File: src/pkg/wukc_pkg.sv
/*
 * wukc_pkg: constants for the write unlock key check block.
 * Assumes a 40 MHz core clock and a 32-bit APB register port.
 */
package wukc_pkg;
  localparam int unsigned APB_AW           = 12;
  // register indices; byte address is four times the index
  localparam logic [7:0]  KEY_BYTE0_IDX    = 8'h39;
  localparam logic [7:0]  KEY_BYTE1_IDX    = 8'h3a;
  localparam logic [7:0]  KEY_BYTE2_IDX    = 8'h3b;
  localparam logic [7:0]  KEY_BYTE3_IDX    = 8'h3c;
  localparam logic [7:0]  GATE_STATUS_IDX  = 8'h40;
  // status field positions
  localparam int unsigned ST_UNLOCKED_BIT  = 0;
  localparam int unsigned ST_REFRESHED_BIT = 1;
  localparam int unsigned ST_CHECK_ON_BIT  = 2;
  // reset value and check enable code
  localparam logic [31:0] KEY_RESET        = 32'h0000_0000;
  localparam logic [7:0]  KEY_CHECK_ON     = 8'hff;
  // first refresh interval
  localparam longint      FIRST_REFRESH_MS = 66;
  localparam longint      CLK_HZ           = 40_000_000;
  localparam longint      FIRST_REFRESH_CYC = (FIRST_REFRESH_MS * CLK_HZ) / 1000;
endpackage : wukc_pkg

File: src/hdl/wukc_gate.sv
/*
 * wukc_gate: write unlock key registers, key compare and write gate
 * for the protected register set, with an APB slave port.
 * Assumes stored_key and key_check_enable come from the configuration
 * mirror on the same clock, and prot_wr_req from the host write path.
 */
// Local design decision: the APB register port.
`timescale 1ns/100ps
module wukc_gate
  import wukc_pkg::*;
#(
  parameter int unsigned REFRESH_CYCLES = int'(FIRST_REFRESH_CYC)
) (
  // clock and reset
  input  wire logic              clk,
  input  wire logic              rst_n,
  // apb slave
  input  wire logic              psel,
  input  wire logic              penable,
  input  wire logic              pwrite,
  input  wire logic [APB_AW-1:0] paddr,
  input  wire logic [31:0]       pwdata,
  output logic      [31:0]       prdata,
  output logic                   pready,
  output logic                   pslverr,
  // configuration mirror
  input  wire logic [31:0]       stored_key,
  input  wire logic [7:0]        key_check_enable,
  // protected write path
  input  wire logic              prot_wr_req,
  output logic                   prot_wr_ok
);

  localparam int unsigned CNT_W = $clog2(REFRESH_CYCLES + 1);

  // elaboration-time parameter checks
  if (REFRESH_CYCLES < 1) begin : g_bad_refresh
    $error("REFRESH_CYCLES must be at least one");
  end
  if (APB_AW < 11) begin : g_bad_aw
    $error("APB_AW must leave address bits above the word index");
  end

  function automatic logic [8:0] idx_of(input logic [APB_AW-1:0] a);
    // bit 8 flags a misaligned or out-of-window address, so no key byte aliases
    idx_of = {(a[1:0] != 2'b00) || (a[APB_AW-1:10] != '0), a[9:2]};
  endfunction : idx_of

  function automatic logic key_hit(input logic [8:0] i);
    key_hit = (i == {1'b0, KEY_BYTE0_IDX}) || (i == {1'b0, KEY_BYTE1_IDX}) ||
              (i == {1'b0, KEY_BYTE2_IDX}) || (i == {1'b0, KEY_BYTE3_IDX});
  endfunction : key_hit

  logic [31:0]      key_ff,       nxt_key;
  logic [CNT_W-1:0] cnt_ff,       nxt_cnt;
  logic             refreshed_ff, nxt_refreshed;
  logic [31:0]      rdata_ff,     nxt_rdata;
  logic             err_ff,       nxt_err;
  logic             wr_take;
  logic             unlocked;
  logic             clear_now;
  logic [8:0]       idx;

  assign idx       = idx_of(paddr);
  assign wr_take   = psel && penable && pwrite;
  assign clear_now = !refreshed_ff && (cnt_ff == CNT_W'(REFRESH_CYCLES - 1));

  assign unlocked   = (key_check_enable != KEY_CHECK_ON) ||
                      (key_ff == stored_key);
  assign prot_wr_ok = prot_wr_req && unlocked;

  // zero wait states: every transfer ends in its first access cycle
  assign pready  = 1'b1;
  assign prdata  = rdata_ff;
  assign pslverr = err_ff;

  always_comb begin
    nxt_key       = key_ff;
    nxt_cnt       = cnt_ff;
    nxt_refreshed = refreshed_ff;
    if (!refreshed_ff) begin
      nxt_cnt = cnt_ff + CNT_W'(1);
    end
    if (wr_take) begin
      unique case (idx)
        {1'b0, KEY_BYTE0_IDX}: nxt_key[7:0]   = pwdata[7:0];
        {1'b0, KEY_BYTE1_IDX}: nxt_key[15:8]  = pwdata[7:0];
        {1'b0, KEY_BYTE2_IDX}: nxt_key[23:16] = pwdata[7:0];
        {1'b0, KEY_BYTE3_IDX}: nxt_key[31:24] = pwdata[7:0];
        default: ;
      endcase
    end
    // clear beats a key write landing in the same cycle
    if (clear_now) begin
      nxt_key       = KEY_RESET;
      nxt_refreshed = 1'b1;
    end
  end

  // read data and error captured in the setup cycle
  always_comb begin
    nxt_rdata = 32'h0000_0000;
    nxt_err   = 1'b0;
    if (psel && !penable) begin
      unique case (idx)
        {1'b0, KEY_BYTE0_IDX},
        {1'b0, KEY_BYTE1_IDX},
        {1'b0, KEY_BYTE2_IDX},
        {1'b0, KEY_BYTE3_IDX}: nxt_rdata = 32'h0000_0000;
        {1'b0, GATE_STATUS_IDX}: begin
          nxt_rdata[ST_UNLOCKED_BIT]  = unlocked;
          nxt_rdata[ST_REFRESHED_BIT] = refreshed_ff;
          nxt_rdata[ST_CHECK_ON_BIT]  = key_check_enable == KEY_CHECK_ON;
          nxt_err                     = pwrite;
        end
        default: nxt_err = 1'b1;
      endcase
    end
  end

  always_ff @(posedge clk or negedge rst_n) begin
    if (!rst_n) begin
      key_ff       <= KEY_RESET;
      cnt_ff       <= '0;
      refreshed_ff <= 1'b0;
      rdata_ff     <= 32'h0000_0000;
      err_ff       <= 1'b0;
    end else begin
      key_ff       <= nxt_key;
      cnt_ff       <= nxt_cnt;
      refreshed_ff <= nxt_refreshed;
      rdata_ff     <= nxt_rdata;
      err_ff       <= nxt_err;
    end
  end

  // reference age counter for the refresh check, saturates at REFRESH_CYCLES
  logic [CNT_W-1:0] age_ff, nxt_age;

  always_comb begin
    nxt_age = age_ff;
    if (age_ff != CNT_W'(REFRESH_CYCLES)) begin
      nxt_age = age_ff + CNT_W'(1);
    end
  end

  always_ff @(posedge clk or negedge rst_n) begin
    if (!rst_n) begin
      age_ff <= '0;
    end else begin
      age_ff <= nxt_age;
    end
  end
endmodule : wukc_gate

File: config.mk
export PLATFORM = sky130hd
export DESIGN_NAME = wukc_gate
export DESIGN_NICKNAME = d
export VERILOG_FILES = /design/src/pkg/wukc_pkg.sv /design/src/hdl/wukc_gate.sv
export SDC_FILE = /design/constraint.sdc
export NUM_CORES = 1
export LEC_CHECK = 0
export BUFFER_PORTS_ARGS = -buffer_cell sky130_fd_sc_hd__buf_2
export CORE_MARGIN = 2
export CORE_UTILIZATION = 30
export DETAILED_ROUTE_END_ITERATION = 8
export HOLD_SLACK_MARGIN = 0.05
export PLACE_DENSITY = 0.51
export SETUP_SLACK_MARGIN = 0.05
export SYNTH_ARGS = -nofsm -noshare
export SYNTH_HDL_FRONTEND = slang
export SYNTH_SLANG_ARGS = --single-unit
File: constraint.sdc
create_clock -name clk -period 4.5 [get_ports clk]
set_clock_uncertainty 0.1 [all_clocks]
set_input_delay 0 -clock clk [delete_from_list [all_inputs] [get_ports clk]]
set_output_delay 0 -clock clk [all_outputs]
set_load 0.03 [all_outputs]
# Yosys cells after proc, flatten, opt, wreduce, memory -nomap -nowiden
# Cells that the tools add are included.
# Widths: inputs -> output; s select.
# classes
addsub,1
n_mul,0
div,0
order_cmp,0
n_eq_ne,9
shift,0
n_mux,10
bitwise,0
reduce_logical,21
# ops
op,count
$mux 32,2
$eq 9x6->1 const B,4
$eq 32x32->1,1
$mux 8,4
$add 22x1->22 const B,1
$eq 22x22->1 const B,1
$reduce_bool 2->1,7
$eq 9x7->1 const B,1
$eq 8x8->1 const B,1
$ne 8x8->1 const B,1
$reduce_and 2->1,4
$mux 3,2
$logic_and 1x1->1,5
$reduce_or 4->1,1
$logic_not 1->1,2
$logic_or 1x1->1,2
$pmux 1 s2,1
$mux 1,1
# totals
reg_bits,88
latch_bits,0
mem_bits_rw,0
mem_bits_ro,0
inputBits,90
memories,0

# Logic depth before layout (Yosys ltp)
# depth
word_depth,6
mapped_depth,6
mapped_depth_nobuf,6

# Least setup slack after synthesis
# Ideal clock, no wire load.
# synth_path
path_kind,register to register
start,register refreshed_ff
end,register cnt_ff[21]
setup_time_ns,0.123
t_arrival_ns,1.660
required_time_ns,4.277
path_slack_ns,2.617
stages_incl_launch_ff,6
synth_period_minus_slack_ns,1.883
path_cell_list,dfrtp_1 > nand4b_1 > or4_1 > nor2_1 > nand4_1 > xnor2_1
# synth_lines
element,line_no,rtl
"start, declared",wukc_gate.sv:56,"logic refreshed_ff, nxt_refreshed;"
"start signal, assigned",wukc_gate.sv:131,refreshed_ff <= nxt_refreshed;
"end signal, assigned",wukc_gate.sv:130,cnt_ff <= nxt_cnt;
"end, declared",wukc_gate.sv:55,"logic [CNT_W-1:0] cnt_ff, nxt_cnt;"

# Final worst setup path
# layout_path
start,input port paddr[8]
end,register key_ff[11]
# layout_via
elab_chain_cells,3
# layout_lines
element,line_no,rtl
"start, declared",wukc_gate.sv:21,"input wire logic [APB_AW-1:0] paddr,"
$eq 9x6->1,wukc_gate.sv:85,unique case (idx)
$reduce_bool 2->1 (no source line),n/a,
$reduce_and 2->1 (no source line),n/a,
"end signal, assigned",wukc_gate.sv:129,key_ff <= nxt_key;
"end, declared",wukc_gate.sv:54,"logic [31:0] key_ff, nxt_key;"
# Every way passes these cells.
# A chain may end at the register's enable or synchronous reset.

==> out/results.md <==
| Result | Value | Unit |
| --- | --- | --- |
| Post-CTS Resized | 0 | - |
| Core Footprint | 10300 | um2 |
| Total number of nets in the final design | 480 | - |
| X dimension of the die | 107 | um |
| Worst stage delay on the critical path | 640 | ps |
| DP Wirelength | 5000 | um |
| Hold-fix buffers, CTS | 17 | - |
| Number of warnings reported in the yosys synthesis log | 0 | - |
| Internal power | 0.944 | mW |
| Crit path DAT | 2360 | ps |
| Later-pin clock latency in the skew report | 330 | ps |
| Async SR Flop Fraction | 100 | % |
| Pin count of the biggest net entering global routing | 60 | - |
| DR vias/cell | 4.32 | - |
| Initial antenna violation count | 0 | - |
| Share of total power in combinational logic | 9.4 | % |
| PD cells | 308 | nW/um2 |
| Post-layout minimum cycle time | 2240 | ps |
| Vias in the first global route | 2231 | - |
| Final routed DRC violation total | 0 | - |
| Worst Path Class, Setup | in -> reg | - |
| R2r worst-path depth | 6 | - |
| Total global-route track usage | 12.6 | % |
| Final Wtd Congestion | 0.757 | - |
| Ordered cell list for the critical path | dlygate4sd3_1 > buf_2 > nand3b_1 > nor4_4 > nand4b_1 > mux2i_1 > nor2_1 | - |
| Number of enable flip-flop cells after synthesis | 0 | - |
| Remaining number of nets flagged by the antenna check after routing | 0 | - |
| Worst setup EP type | register | - |
| First-pass GRT wire length | 11000 | um |
| Seq cells post-synth | 59 | - |
| Post-Route WL | 6870 | um |
| Number of buffers created by CTS | 9 | - |
| Cell Count Post-Placement | 497 | - |
| Switch share | 23.0 | % |
| Syn_area_per_cell | 10.7 | um2 |
| Status | finished, final reports clean | - |
| Number of primary I/O pins | 125 | - |
| Clk pin slew, worst setup/hold paths | 70 | ps |
| Fraction of layout cells with a size suffix above 1 | 24.4 | % |
| RSZ-0062 raised after global routing | false | - |
| Final hold violation count | 0 | - |
| Cell count after synthesis | 296 | - |
| Wire per inst | 13.0 | um |
| Buffers on Ports | 70 | - |
| Achievable frequency | 446 | MHz |
| Initial cell density of the core | 30.8 | % |
| Crit Path Max Fanout | 8 | - |
| Worst hold path cell count | 5 | - |
| Standby leakage power | 2.20 | nW |
| Clock power frac | 47.3 | % |
| Final Cycle Share | 49.9 | % |
| Number of sinks handled by clock tree synthesis | 59 | - |
| Max capacitance violation total | 0 | - |
| H-tree depth | 3 | - |
| Final instance count without filler cells | 530 | - |
| Part of the total power dissipated in sequential elements | 43.3 | % |
| First-pass iteration count of the detailed router | 4 | - |
| Final number of setup-violating endpoints | 0 | - |
| Largest delay share family, worst path | simple AND/OR/NAND/NOR gates | - |
| Switching power summed over all nets | 0.282 | mW |
| Area growth from synthesis to layout | 25.3 | % |
| Sum of buffers and inverters on the critical path | 2 | - |
| Actual transition at the worst max-transition pin | 763 | ps |
| Total die area | 11400 | um2 |
| Sequential area share after synthesis | 46.4 | % |
| Kind of launch point of the worst setup path | input pin | - |
| Distinct cells, synth | 33 | - |
| Clock tree from TritonCTS | yes | - |
| Slew Viols, Final | 0 | - |
| Root buf cell | sky130_fd_sc_hd__clkbuf_8 | - |
| Type of the tightest min-delay check | in -> reg | - |
| Slowest stage cell on the critical path | sky130_fd_sc_hd__nand4b_1 | - |
| Maximum ir drop on the vdd rail | 0.000156 | V |
| Congestion Overflow GR | 0 | - |
| Drt first-iter violations | 112 | - |
| Maximum root-to-sink buffer count | 2 | - |
| Reg2Reg Setup Slack | 2330 | ps |
| Critical Path RT | 4610 | ps |
| Headroom to the max-slew limit | 49.1 | % |
| Die Y-Extent | 107 | um |
| Overall via count from detail_route | 2287 | - |
| Number of cells on the critical path | 7 | - |
| Post-CTS setup-driven buffer insertion count | 0 | - |
| Synth Cell Area | 3180 | um2 |
| Number of diodes added for antenna fixing | 0 | - |
| Aggregate negative setup slack | 0 | ps |
| Number of placement rows | 37 | - |
| Most used flip-flop cell after synthesis | sky130_fd_sc_hd__dfrtp_1 | - |
power by group through the flow:
stage	clock (mW)	combinational [mW]	sequential, mW
floorplan	0	0.0715	0.542
global placement	0	0.106	0.541
detailed placement	0	0.107	0.541
CTS	0.595	0.117	0.531
global route	0.623	0.127	0.531
finish	0.580	0.115	0.532
final timing paths:
check,to,from
max,key_ff[11],paddr[8]
min in group asynchronous,cnt_ff[14],rst_n
min reg2reg,cnt_ff[21],cnt_ff[21]
min,prdata[0],key_check_enable[4]
max reg2reg,key_ff[5],cnt_ff[0]
max in group asynchronous,key_ff[19],rst_n
synth_stat cells (2+ instances only):
cell type	number	area share, %
sky130_fd_sc_hd__nand3b_1	2	0.47
sky130_fd_sc_hd__and3_1	2	0.39
sky130_fd_sc_hd__nand4_4	2	1.3
sky130_fd_sc_hd__nand4b_1	3	0.83
sky130_fd_sc_hd__xnor2_1	16	4.4
sky130_fd_sc_hd__nand4_1	9	1.8
sky130_fd_sc_hd__nor4b_1	3	0.83
sky130_fd_sc_hd__dfrtp_1	59	46
sky130_fd_sc_hd__nor2_1	47	5.5
sky130_fd_sc_hd__and2_1	3	0.59
sky130_fd_sc_hd__xor2_1	38	10
sky130_fd_sc_hd__clkbuf_1	3	0.35
sky130_fd_sc_hd__nand2b_1	4	0.79
sky130_fd_sc_hd__nand2_1	12	1.4
sky130_fd_sc_hd__mux2i_1	32	10
sky130_fd_sc_hd__nor4_1	11	2.2
sky130_fd_sc_hd__nand3_1	3	0.47
sky130_fd_sc_hd__conb_1	2	0.24
sky130_fd_sc_hd__buf_4	31	7.3
cells by family after synthesis:
| logic type | share of synthesized area (%) |
|---|---|
| compound gates | 0.433 |
| xor+xnor | 14.9 |
| fa+ha+maj | 0.393 |
| buf+inv | 8.14 |
| flops | 46.4 |
| mux | 10.4 |
| other cells | 0.236 |
| simple gates | 19.1 |
layout make-up:
class,count,area (um2)
Fill cell,1031,6340
Multi-Input combinational cell,229,1550
Clock inverter,3,67.6
Inverter,1,3.75
Tap cell,136,170
Sequential cell,59,1480
Timing Repair Buffer,89,536
Clock buffer,13,179
flip-flops by register name, summed over array words and instances, names as in the netlist:
signal,cells
key_ff,32
pslverr,1
refreshed_ff,1
cnt_ff,22
prdata,3
placed cells by master (no fill, tap or decap), drive strengths merged, types with 12 or more instances in the layout:
cell / synthesis / routed
mux2i: 32 / 32
xor2: 38 / 38
buf: 32 / 72
nor4: 12 / 12
nor2: 47 / 47
conb: 2 / 30
clkbuf: 3 / 13
dfrtp: 59 / 59
xnor2: 16 / 16
dlygate4sd3: 0 / 17
nand2: 12 / 12
tightest hold or removal path, stage by stage:
cell and delay (ps):
sky130_fd_sc_hd__buf_2 90, sky130_fd_sc_hd__nand4_1 80, sky130_fd_sc_hd__nor2_1 50, sky130_fd_sc_hd__o21ai_0 100, sky130_fd_sc_hd__and2_1 140
routing by layer:
layer	track usage (%)	routed length, um
met1	17.1	3310
met2	19.4	3150
met3	2.98	321
met4	5.29	97
met5	0	0
metrics by stage:
stage	total power, mW	hold WS [ps]	utilization, %	cell area, um2	setup slack [ps]
final	1.23	57.4	38.6	3990	2260
after global routing	1.28	68.6	38.6	3990	2010
after CTS	1.24	51.9	38.6	3990	2140
after detailed placement	0.648	122	34.6	3570	2010
after global placement	0.647	115	34.6	3570	2040
after floorplan	0.614	-396	-	3290	2620
Power figures use the tool's default switching activity.
